<file path="src/hw/ascii_rx_map.vh">
// Register offsets, field positions, constants and timing counts for the ASCII receiver
`ifndef ASCII_RX_MAP_VH
`define ASCII_RX_MAP_VH

// ==========================================================================
// Register byte offsets
`define REG_CTRL        12'h000
`define REG_CFG         12'h004
`define REG_TIMEOUT     12'h008
`define REG_STATUS      12'h00C
`define REG_IRQ_STAT    12'h010
`define REG_IRQ_MASK    12'h014
`define REG_COUNT       12'h018

// ==========================================================================
// Control fields
`define CTRL_ENABLE     0
`define CTRL_NETCMD     1
`define CTRL_MODE_TX    2

// Config fields
`define CFG_LEN_LSB     0
`define CFG_LEN_MSB     7
`define CFG_SWAP        8
`define CFG_PORT_LSB    12
`define CFG_PORT_MSB    15
`define CFG_DEST_LSB    16
`define CFG_DEST_MSB    31

// Timeout fields in milliseconds
`define TO_IC_LSB       0
`define TO_IC_MSB       15
`define TO_FC_LSB       16
`define TO_FC_MSB       31

// Status bits
`define ST_BUSY         0
`define ST_DONE         1
`define ST_IC_ERR       2
`define ST_FC_ERR       3
`define ST_PORT_BUSY    4
`define ST_COMM_ERR     5
`define ST_CANNOT       6
`define ST_INVALID      7

// Interrupt event bits
`define EV_DONE         0
`define EV_IC_ERR       1
`define EV_FC_ERR       2
`define EV_COMM_ERR     3
`define EV_FAULT        4

// ==========================================================================
// Constants and timing
`define PORT_TWO        4'h2
`define MAX_LEN         8'h80
`define CLK_HZ          10000000
`define MS_PER_SEC      1000
`define MS_CYCLES       (`CLK_HZ / `MS_PER_SEC)

`endif

</file>
<file path="src/hw/ascii_fixed_length_receiver.v">
// Fixed-length raw ASCII receiver with APB registers and word-memory writer
//
// Added by the designer: the APB slave port and the placing of the registers.
`timescale 1ns/1ps
`include "ascii_rx_map.vh"

module ascii_fixed_length_receiver
#(
    parameter MS_CYC = `MS_CYCLES
)
(
    input  wire        pclk,
    input  wire        presetn,
    input  wire        psel,
    input  wire        penable,
    input  wire        pwrite,
    input  wire [11:0] paddr,
    input  wire [31:0] pwdata,
    output reg  [31:0] prdata,
    output reg         pready,
    output reg         pslverr,
    input  wire        rx_valid,
    input  wire [7:0]  rx_data,
    input  wire        rx_error,
    output reg         mem_we,
    output reg  [15:0] mem_addr,
    output reg  [15:0] mem_wdata,
    output reg         irq
);

    // ======================================================================
    // States
    localparam [1:0] S_IDLE = 2'd0;
    localparam [1:0] S_WAIT = 2'd1;
    localparam [1:0] S_RECV = 2'd2;
    localparam [1:0] S_DONE = 2'd3;

    reg  [2:0]  ctrl_ff;
    reg  [31:0] cfg_ff;
    reg  [31:0] tmo_ff;
    reg  [4:0]  irq_stat_ff;
    reg  [4:0]  irq_mask_ff;
    reg  [1:0]  state_ff;
    reg  [7:0]  cnt_ff;
    reg  [15:0] ms_ff;
    reg  [31:0] tick_ff;
    reg         done_ff;
    reg         ic_err_ff;
    reg         fc_err_ff;
    reg         comm_err_ff;
    reg         cannot_ff;
    reg         invalid_ff;
    reg         wr_busy_ff;
    reg  [7:0]  wr_idx_ff;
    reg  [7:0]  buf_ff [0:127];
    reg         vld_s1_ff;
    reg         vld_s2_ff;
    reg         vld_s3_ff;
    reg         err_s1_ff;
    reg         err_s2_ff;
    reg  [7:0]  dat_s1_ff;
    reg  [7:0]  dat_s2_ff;

    wire [7:0]  cfg_len  = cfg_ff[`CFG_LEN_MSB:`CFG_LEN_LSB];
    wire        cfg_swap = cfg_ff[`CFG_SWAP];
    wire [3:0]  cfg_port = cfg_ff[`CFG_PORT_MSB:`CFG_PORT_LSB];
    wire [15:0] cfg_dest = cfg_ff[`CFG_DEST_MSB:`CFG_DEST_LSB];
    wire [15:0] ic_lim   = tmo_ff[`TO_IC_MSB:`TO_IC_LSB];
    wire [15:0] fc_lim   = tmo_ff[`TO_FC_MSB:`TO_FC_LSB];
    wire        enable   = ctrl_ff[`CTRL_ENABLE];

    // Zero length or above 128 is out of range
    wire        len_bad  = (cfg_len == 8'h00) || (cfg_len > `MAX_LEN);
    // Wrong port or port owned by transmit side
    wire        no_exec  = (cfg_port != `PORT_TWO) || ctrl_ff[`CTRL_MODE_TX];

    wire        apb_wr   = psel && penable && pwrite;
    wire        apb_rd   = psel && !penable && !pwrite;
    wire        rx_stb   = vld_s2_ff && !vld_s3_ff;
    wire        ms_tick  = (tick_ff == MS_CYC - 1);
    wire        busy     = (state_ff == S_RECV) || wr_busy_ff;

    // ======================================================================
    // Zero-wait slave, never errors; kept in flops so every output is
    // registered, at the cost of two constant flops
    always @(posedge pclk or negedge presetn)
    begin
        if (!presetn)
        begin
            pready  <= 1'b1;
            pslverr <= 1'b0;
        end
        else
        begin
            pready  <= 1'b1;
            pslverr <= 1'b0;
        end
    end

    // ======================================================================
    // Pin synchronisers; data is stable around the valid level
    always @(posedge pclk or negedge presetn)
    begin
        if (!presetn)
        begin
            vld_s1_ff <= 1'b0;
            vld_s2_ff <= 1'b0;
            vld_s3_ff <= 1'b0;
            err_s1_ff <= 1'b0;
            err_s2_ff <= 1'b0;
            dat_s1_ff <= 8'h00;
            dat_s2_ff <= 8'h00;
        end
        else
        begin
            vld_s1_ff <= rx_valid;
            vld_s2_ff <= vld_s1_ff;
            vld_s3_ff <= vld_s2_ff;
            err_s1_ff <= rx_error;
            err_s2_ff <= err_s1_ff;
            dat_s1_ff <= rx_data;
            dat_s2_ff <= dat_s1_ff;
        end
    end

    // ======================================================================
    // Millisecond prescaler
    always @(posedge pclk or negedge presetn)
    begin
        if (!presetn)
            tick_ff <= 32'h0000_0000;
        else if (ms_tick)
            tick_ff <= 32'h0000_0000;
        else
            tick_ff <= tick_ff + 32'h0000_0001;
    end

    // ======================================================================
    // Receive sequencer: bytes are buffered and only copied out once whole,
    // so a timeout mid-string leaves destination memory untouched
    always @(posedge pclk or negedge presetn)
    begin
        if (!presetn)
        begin
            state_ff   <= S_IDLE;
            cnt_ff     <= 8'h00;
            ms_ff      <= 16'h0000;
            done_ff    <= 1'b0;
            ic_err_ff  <= 1'b0;
            fc_err_ff  <= 1'b0;
            cannot_ff  <= 1'b0;
            invalid_ff <= 1'b0;
        end
        else if (!enable)
        begin
            // Withdrawing enable clears complete and timeout flags
            state_ff   <= S_IDLE;
            cnt_ff     <= 8'h00;
            ms_ff      <= 16'h0000;
            done_ff    <= 1'b0;
            ic_err_ff  <= 1'b0;
            fc_err_ff  <= 1'b0;
            cannot_ff  <= 1'b0;
            invalid_ff <= 1'b0;
        end
        else
        begin
            case (state_ff)
                S_IDLE:
                begin
                    cannot_ff  <= no_exec;
                    invalid_ff <= len_bad;
                    if (!no_exec && !len_bad)
                        state_ff <= S_WAIT;
                    else
                        state_ff <= S_DONE;
                end
                S_WAIT:
                begin
                    if (rx_stb)
                    begin
                        buf_ff[0] <= dat_s2_ff;
                        cnt_ff    <= 8'h01;
                        ms_ff     <= 16'h0000;
                        // Single-byte string is whole at once
                        state_ff  <= (cfg_len == 8'h01) ? S_DONE : S_RECV;
                        done_ff   <= (cfg_len == 8'h01);
                    end
                    else if (ms_tick && fc_lim != 16'h0000)
                    begin
                        // Compare without the increment so a full-scale limit cannot wrap
                        if (ms_ff >= fc_lim)
                        begin
                            fc_err_ff <= 1'b1;
                            state_ff  <= S_DONE;
                        end
                        ms_ff <= ms_ff + 16'h0001;
                    end
                end
                S_RECV:
                begin
                    if (rx_stb)
                    begin
                        buf_ff[cnt_ff[6:0]] <= dat_s2_ff;
                        cnt_ff <= cnt_ff + 8'h01;
                        ms_ff  <= 16'h0000;  // Gap count restarts
                        if (cnt_ff + 8'h01 == cfg_len)
                        begin
                            done_ff  <= 1'b1;
                            state_ff <= S_DONE;
                        end
                    end
                    else if (ms_tick && ic_lim != 16'h0000)
                    begin
                        // Same wrap-free compare as the first-character limit
                        if (ms_ff >= ic_lim)
                        begin
                            ic_err_ff <= 1'b1;
                            state_ff  <= S_DONE;
                        end
                        ms_ff <= ms_ff + 16'h0001;
                    end
                end
                S_DONE:
                    state_ff <= S_DONE;  // Hold flags until enable drops
                default:
                    state_ff <= S_IDLE;
            endcase
        end
    end

    // ======================================================================
    // Word writer: packs byte pairs into 16-bit words after completion
    always @(posedge pclk or negedge presetn)
    begin
        if (!presetn)
        begin
            wr_busy_ff <= 1'b0;
            wr_idx_ff  <= 8'h00;
            mem_we     <= 1'b0;
            mem_addr   <= 16'h0000;
            mem_wdata  <= 16'h0000;
        end
        else
        begin
            mem_we <= 1'b0;
            // Enable gates the start: a byte landing as enable drops must not write
            if (enable && (state_ff == S_RECV && rx_stb && cnt_ff + 8'h01 == cfg_len ||
                           state_ff == S_WAIT && rx_stb && cfg_len == 8'h01))
            begin
                wr_busy_ff <= 1'b1;
                wr_idx_ff  <= 8'h00;
            end
            else if (wr_busy_ff)
            begin
                mem_we   <= 1'b1;
                mem_addr <= cfg_dest + {9'h000, wr_idx_ff[7:1]};
                // Odd final byte pairs with zero in its partner half
                if (cfg_swap)
                    mem_wdata <= {buf_ff[wr_idx_ff[6:0]],
                                  (wr_idx_ff + 8'h01 < cfg_len) ? buf_ff[wr_idx_ff[6:0] + 7'd1] : 8'h00};
                else  // First byte low
                    mem_wdata <= {(wr_idx_ff + 8'h01 < cfg_len) ? buf_ff[wr_idx_ff[6:0] + 7'd1] : 8'h00,
                                  buf_ff[wr_idx_ff[6:0]]};
                wr_idx_ff <= wr_idx_ff + 8'h02;
                if (wr_idx_ff + 8'h02 >= cfg_len)
                    wr_busy_ff <= 1'b0;
            end
        end
    end

    // ======================================================================
    // Port error flag: set wins over the clear by network command
    always @(posedge pclk or negedge presetn)
    begin
        if (!presetn)
            comm_err_ff <= 1'b0;
        else if (err_s2_ff)
            comm_err_ff <= 1'b1;
        else if (apb_wr && paddr == `REG_CTRL && pwdata[`CTRL_NETCMD])
            comm_err_ff <= 1'b0;
    end

    // ======================================================================
    // APB register writes; network command bit is self-clearing
    always @(posedge pclk or negedge presetn)
    begin
        if (!presetn)
        begin
            ctrl_ff     <= 3'b000;
            cfg_ff      <= 32'h0000_0000;
            tmo_ff      <= 32'h0000_0000;
            irq_mask_ff <= 5'b00000;
        end
        else
        begin
            ctrl_ff[`CTRL_NETCMD] <= 1'b0;
            if (apb_wr)
            begin
                case (paddr)
                    `REG_CTRL:     ctrl_ff     <= pwdata[2:0];
                    `REG_CFG:      cfg_ff      <= pwdata;
                    `REG_TIMEOUT:  tmo_ff      <= pwdata;
                    `REG_IRQ_MASK: irq_mask_ff <= pwdata[4:0];
                    default:       ;
                endcase
            end
        end
    end

    // ======================================================================
    // Sticky events, write one to clear; a new event wins over the clear
    wire [4:0] ev = {cannot_ff | invalid_ff, comm_err_ff, fc_err_ff, ic_err_ff, done_ff};
    reg  [4:0] ev_d_ff;
    always @(posedge pclk or negedge presetn)
    begin
        if (!presetn)
        begin
            ev_d_ff     <= 5'b00000;
            irq_stat_ff <= 5'b00000;
            irq         <= 1'b0;
        end
        else
        begin
            ev_d_ff     <= ev;
            irq_stat_ff <= (irq_stat_ff & ~((apb_wr && paddr == `REG_IRQ_STAT) ? pwdata[4:0] : 5'b00000))
                           | (ev & ~ev_d_ff);
            irq         <= |(irq_stat_ff & irq_mask_ff);
        end
    end

    // ======================================================================
    // Read data, registered in the setup phase
    always @(posedge pclk or negedge presetn)
    begin
        if (!presetn)
            prdata <= 32'h0000_0000;
        else if (apb_rd)
        begin
            case (paddr)
                `REG_CTRL:     prdata <= {29'h0000_0000, ctrl_ff};
                `REG_CFG:      prdata <= cfg_ff;
                `REG_TIMEOUT:  prdata <= tmo_ff;
                // Port busy mirrors receive activity
                `REG_STATUS:   prdata <= {24'h00_0000, invalid_ff, cannot_ff, comm_err_ff, busy,
                                          fc_err_ff, ic_err_ff, done_ff, busy};
                `REG_IRQ_STAT: prdata <= {27'h000_0000, irq_stat_ff};
                `REG_IRQ_MASK: prdata <= {27'h000_0000, irq_mask_ff};
                `REG_COUNT:    prdata <= {24'h00_0000, cnt_ff};
                default:       prdata <= 32'h0000_0000;
            endcase
        end
    end

endmodule

</file>
<file path="config.mk">
export PLATFORM = sky130hd
export DESIGN_NAME = ascii_fixed_length_receiver
export DESIGN_NICKNAME = d
export VERILOG_FILES = /design/src/hw/ascii_fixed_length_receiver.v
export VERILOG_INCLUDE_DIRS = /design/src /design/src/hw
export SDC_FILE = /design/constraint.sdc
export NUM_CORES = 2
export LEC_CHECK = 0
export BUFFER_PORTS_ARGS = -buffer_cell sky130_fd_sc_hd__clkbuf_2
export CAP_MARGIN = 10
export CORE_MARGIN = 2
export CORE_UTILIZATION = 29
export DETAILED_ROUTE_END_ITERATION = 16
export PLACE_DENSITY = 0.51
export SETUP_SLACK_MARGIN = 0.1
export SKIP_CTS_REPAIR_TIMING = 1
export SLEW_MARGIN = 15
export SYNTH_ARGS = -nofsm -noshare
export SYNTH_HDL_FRONTEND = slang
export SYNTH_SLANG_ARGS = --single-unit
</file>
<file path="constraint.sdc">
create_clock -name pclk -period 9 [get_ports pclk]
set_input_delay 1.8 -clock pclk [delete_from_list [all_inputs] [get_ports pclk]]
set_output_delay 1.8 -clock pclk [all_outputs]
set_load 0.02 [all_outputs]
</file>
== Word-level counts from Yosys, hierarchy flattened ==
Memory sizes are Yosys's and may differ from the RTL's.
Cells that the tools add are included.

* Equality and inequality tests: 30
* Magnitude comparators: 5
* Mux-type cells: 66
* Add/subtract/negate cells: 7
* Reduce and logical (&&, ||, !) cells: 47
* Bitwise logic cells: 8

{| class="wikitable"
|+ Operators with widths
! cell !! number
|-
| 32-bit one-hot mux with 7 select lines || 1
|-
| 16-bit two-way mux || 6
|-
| 8-bit two-way mux || 7
|-
| 12-bit by 5-bit equality test with 1-bit output (second input constant) || 3
|-
| 1-bit two-way mux || 34
|-
| 32-bit by 1-bit adder with 32-bit output (second input constant) || 1
|-
| 32-bit by 14-bit equality test with 1-bit output (second input constant) || 1
|-
| 16-bit greater-or-equal comparator || 2
|-
| 32-bit two-way mux || 1
|-
| 16-bit one-hot mux with 2 select lines || 1
|-
| 16-bit nonzero test || 2
|-
| 12-bit by 4-bit equality test with 1-bit output (second input constant) || 2
|-
| 2-bit two-way mux || 11
|-
| 1-bit logical AND || 18
|-
| 16-bit by 1-bit adder with 16-bit output (second input constant) || 1
|-
| 16-bit by 7-bit adder with 16-bit output || 1
|-
| 8-bit by 1-bit adder with 8-bit output (second input constant) || 2
|-
| 8-bit one-hot mux with 2 select lines || 1
|-
| 5-bit bitwise AND || 3
|-
| 2-bit by 1-bit inequality test with 1-bit output (second input constant) || 7
|-
| 12-bit by 3-bit equality test with 1-bit output (second input constant) || 1
|-
| 12-bit zero test || 1
|-
| 4-bit by 3-bit inequality test with 1-bit output (second input constant) || 3
|-
| 4-bit AND reduction || 3
|-
| other kinds (33) || 50
|}

* Input bits: 59
* RAM bits: 1024
* Memories: 1
* Output and inout bits: 68
* Flip-flop bits (word level): 242

{| class="wikitable"
|+ Memories
! memory !! words !! width !! rd ports !! clocked after Yosys merged registers in !! write ports !! line !! source
|-
| buf_ff || 128 || 8 || 2 || 0 || 1 || ascii_fixed_length_receiver.v:55 || <nowiki>reg [7:0] buf_ff [0:127];</nowiki>
|}

== Longest topological paths before layout ==
* Depth after elaboration: 9
* Mapped depth: 15

== Worst setup path after synthesis ==
Ideal clock, no wire load.

* Path type: input port to flip-flop
* Start: input port paddr[11]
* End: register cfg_ff[0]
* Stages on the path: 8
* Path slack: 5.281 ns
* Data arrival time: 3.594 ns
* Cells stage by stage: nor4_1 nand3_1 nor2_1 and2_1 nor2b_1 clkbuf_1 buf_2 mux2_2

* Word-level cells in the longest chain between the ends: 2

{| class="wikitable"
|+ RTL lines
! element !! line !! source
|-
| start, declared || ascii_fixed_length_receiver.v:17 || <nowiki>input wire [11:0] paddr,</nowiki>
|-
| 12-bit by 3-bit equality test with 1-bit output || ascii_fixed_length_receiver.v:300 || <nowiki>case (paddr)</nowiki>
|-
| 2-bit AND reduction (no source line) || - ||
|-
| end signal, assigned || ascii_fixed_length_receiver.v:302 || <nowiki>`REG_CFG: cfg_ff <= pwdata;</nowiki>
|-
| end, declared || ascii_fixed_length_receiver.v:39 || <nowiki>reg [31:0] cfg_ff;</nowiki>
|}

Every way passes these cells.
A chain may end at the register's enable or synchronous reset.

== Final worst setup path ==
* Start: input port paddr[11]
* End: register cfg_ff[18]

The elaborated chain is that of the path after synthesis.

==> results by group <==
Status
  • Outcome: completed

Synthesis
  • Ys async rst share: between 10% and 20%
  • Yosys warning count: 0
  • Yosys reg bits: 1,265
  • Sequential fraction of the synthesis area: 70.6%
  • Yosys cell types: 77
  • Primary FF master, synth: edfxtp_1
  • Mapped Area: 52,100 um2
  • Mapped Cells: 3,248
  • Syn_area_per_cell: 16.0 um2
  • Syn_nets: 3,365
  • Post-synth EDFFs: 1,024

Timing
  • Tightest Pin Transition: ~1.2 ns
  • RSZ-0062 raised after global routing: no
  • Fin crit period: 4.70 ns
  • TNS Setup: 0 ns
  • Peak Freq: roughly 0.21 GHz
  • Final hold vios: 0
  • Fin crit share: 52.2%
  • Worst slew margin: 19.4%
  • Final setup vio count: 0
  • Hold slack final: 0.346 ns
  • Worst Clk Skew: 0.0253 ns
  • Fin. max-slew vios: 0

Placement
  • DP Wirelength: roughly 90,000 um
  • Placed Cells: 5,603
  • Routability Congestion: 0.806
  • PortBufs: 124

Worst setup path
  • CP endpoint: cfg_ff[18]
  • Crit-path max FO: 41
  • Critical path arrival: 5.35 ns
  • Worst-path cell chain: clkbuf_2, nor4_1, nand3_1, nor2_1, and2_1, nor2b_4, mux2_2
  • Max stage delay on crit path: 1.01 ns
  • R2R setup slack: approximately 4.6 ns
  • Worst setup SP type: input port
  • CP required: 9.65 ns
  • Crit Path Class: input port to register
  • Reg2reg path depth: 8
  • Crit end category: register
  • R2R Path End: mem_wdata[12]
  • Crit path max-delay cell type: nor2b_4
  • Critical R2R Launch: wr_idx_ff[1]
  • CP startpoint: paddr[11]

Routing
  • WL/cell: 24.1 um
  • Routed Antenna Nets: 0
  • DR pass1 iterations: 5
  • Drc violations: 0
  • Routed WL: roughly 140,000 um
  • Initial DRC count: 2,592
  • Vias: 29,120
  • Via density: 4.97

Global route
  • First-pass GRT wire length: 206,000 um
  • GRT Total Usage: 15.4%
  • Global route overflow: 0
  • Vias in the first global route: 29,120
  • Largest net degree at the start of global routing: between 100 and 150
  • Initial antenna violation count: 1

Clocking
  • Clock Pin Slew Worst Setup and Hold Paths: 0.06 ns
  • Clk buf depth: 3
  • CTS tree: done
  • Inserted Clock Buffers: approximately 140
  • Clock Sink Count: 1,265
  • Root buffer cell: clkbuf_16
  • Clk_lat worst skew: 0.78 ns
  • # H-tree levels: 4

Min path
  • Hold crit path type: register to register

Run
  • Max Cap Viol: 0

Floorplanning
  • Io pins: 127
  • Die Width: 428 um
  • DIE HEIGHT: 428 um
  • Initial core utilization: 29.2%
  • Die footprint: around 180,000 um2
  • Num rows: around 160
  • Total core area: approximately 180,000 um2

Cells and area
  • Core Util, Final: 33.5%
  • Fillcell total: 17,164
  • Nets@finish: 3,508
  • Share of post-route cells with drive strength above 1: 17.3%
  • Area Growth Syn to Fin: 14.9%
  • Fin cells: 5,861

Pwr
  • VDD IR max: around 0.16 mV
  • Pwr dens: 208 nW/um2
  • Pleak: about 20 nW
[per-layer routing]
metal / wire [um] / vias to the layer above / part of all wire (%) / global-route usage, %
met4: 3380 / 0 / 2.4 / 4.34
met1: 63000 / 15200 / 45 / 21.0
met3: 7200 / 180 / 5.1 / 2.82
li1: - / 12966 / - / -
met5: 0 / - / 0 / 0
met2: 67600 / 774 / 48 / 25.0
[power by group]
part | total (mW) | leakage (nW) | internal, mW | switching (mW)
Clock | 5.76 | 2.25 | 3.40 | 2.36
Sequential | 6.44 | 12.2 | 6.35 | 0.0864
Combinational | 0.225 | 5.28 | 0.0649 | 0.160
[cell families (layout without fill, tap and decap cells)]
logic type      count (synthesis)  in the layout  synth area share [%]
mux                           419            419                  11.9
compound gates                478            478                  6.17
other cells                     2              3                0.0144
xor+xnor                       73             73                  1.23
buf+inv                       237            494                  2.26
simple gates                  716            716                  6.39
flops                        1265           1265                  70.6
fa+ha+maj                      58             58                  1.41
[synthesized netlist by cell type (37+ instances only)]
cell type	number	area share [%]
a21oi_1	71	0.68
mux2i_1	229	4.4
edfxtp_1	1024	59
mux4_2	156	6.7
a221oi_1	37	0.62
nand3_1	69	0.66
ha_1	57	1.4
buf_2	49	0.47
o21ai_0	140	1.3
nand2_1	227	1.6
dfrtp_1	241	12
nor2_1	211	1.5
inv_1	63	0.45
xnor2_1	49	0.82
a22oi_1	94	1.4
clkbuf_1	76	0.55
[cell usage in the layout (no fill, tap or decap), drive strengths merged, types with 8 or more instances in the layout]
cell / instances
mux4: 157
nor2b: 23
a221oi: 37
buf: 49
a21oi: 71
clkbuf: 308
edfxtp: 1024
and3: 24
mux2: 33
dfrtp: 241
clkinv: 50
o31ai: 13
nor3: 29
o21ai: 144
and2: 14
nor2: 212
xnor2: 49
nand2b: 20
a211oi: 22
clkinvlp: 8
o211ai: 9
a22o: 23
inv: 69
a22oi: 94
mux2i: 229
nor4: 30
ha: 57
nand2: 227
nand3: 69
bufinv: 10
xor2: 24
nand4: 34
[critical path: cells and delay by family]
kind / cells / cell delay (ns)
AND/OR/NAND/NOR: 5 / 3.01
multiplexers: 1 / 0.42
buffers and inverters: 1 / 0.08
[layout make-up]
type / count / area [um2] / area share, %
Multi-Input combinational cell: 1746 / 14200 / 23.7
Sequential cell: 1265 / 36800 / 61.5
Clock buffer: 185 / 3980 / 6.64
Antenna cell: 1 / 2.50 / 0.00418
Inverter: 65 / 244 / 0.408
Timing Repair Buffer: 172 / 1030 / 1.72
Tap cell: 2355 / 2950 / 4.93
Clock inverter: 72 / 641 / 1.07
[worst min path at each step]
stage / start / to / slack [ns] / cells past startpoint
6_report: dat_s1_ff[1] / dat_s2_ff[1] / 0.35 / 0
5_1_grt: dat_s1_ff[4] / dat_s2_ff[4] / 0.35 / 0
4_1_cts: dat_s1_ff[1] / dat_s2_ff[1] / 0.35 / 0
3_5_place_dp: dat_s1_ff[1] / dat_s2_ff[1] / 0.34 / 0
3_3_place_gp: dat_s1_ff[6] / dat_s2_ff[6] / 0.34 / 0
2_1_floorplan: dat_s1_ff[0] / dat_s2_ff[0] / 0.33 / 0
[through the flow]
step | instance area, um2 | setup WS (ns) | total power, mW
2_1_floorplan | 52100 | 5.28 | 6.64
3_3_place_gp | 55200 | 3.63 | 6.79
3_5_place_dp | 55200 | 3.53 | 6.79
4_1_cts | 59800 | 4.38 | 12.5
5_1_grt | 59800 | 3.97 | 12.8
6_report | 59800 | 4.30 | 12.4
[sequential cells by signal (all words and copies together), names as in the netlist, 16 cells and up]
register	cells
ms_ff	16
mem_addr	16
buf_ff	1024
tick_ff	32
tmo_ff	32
prdata	32
cfg_ff	32
mem_wdata	16
No activity file was read; power rests on OpenSTA's default activity.
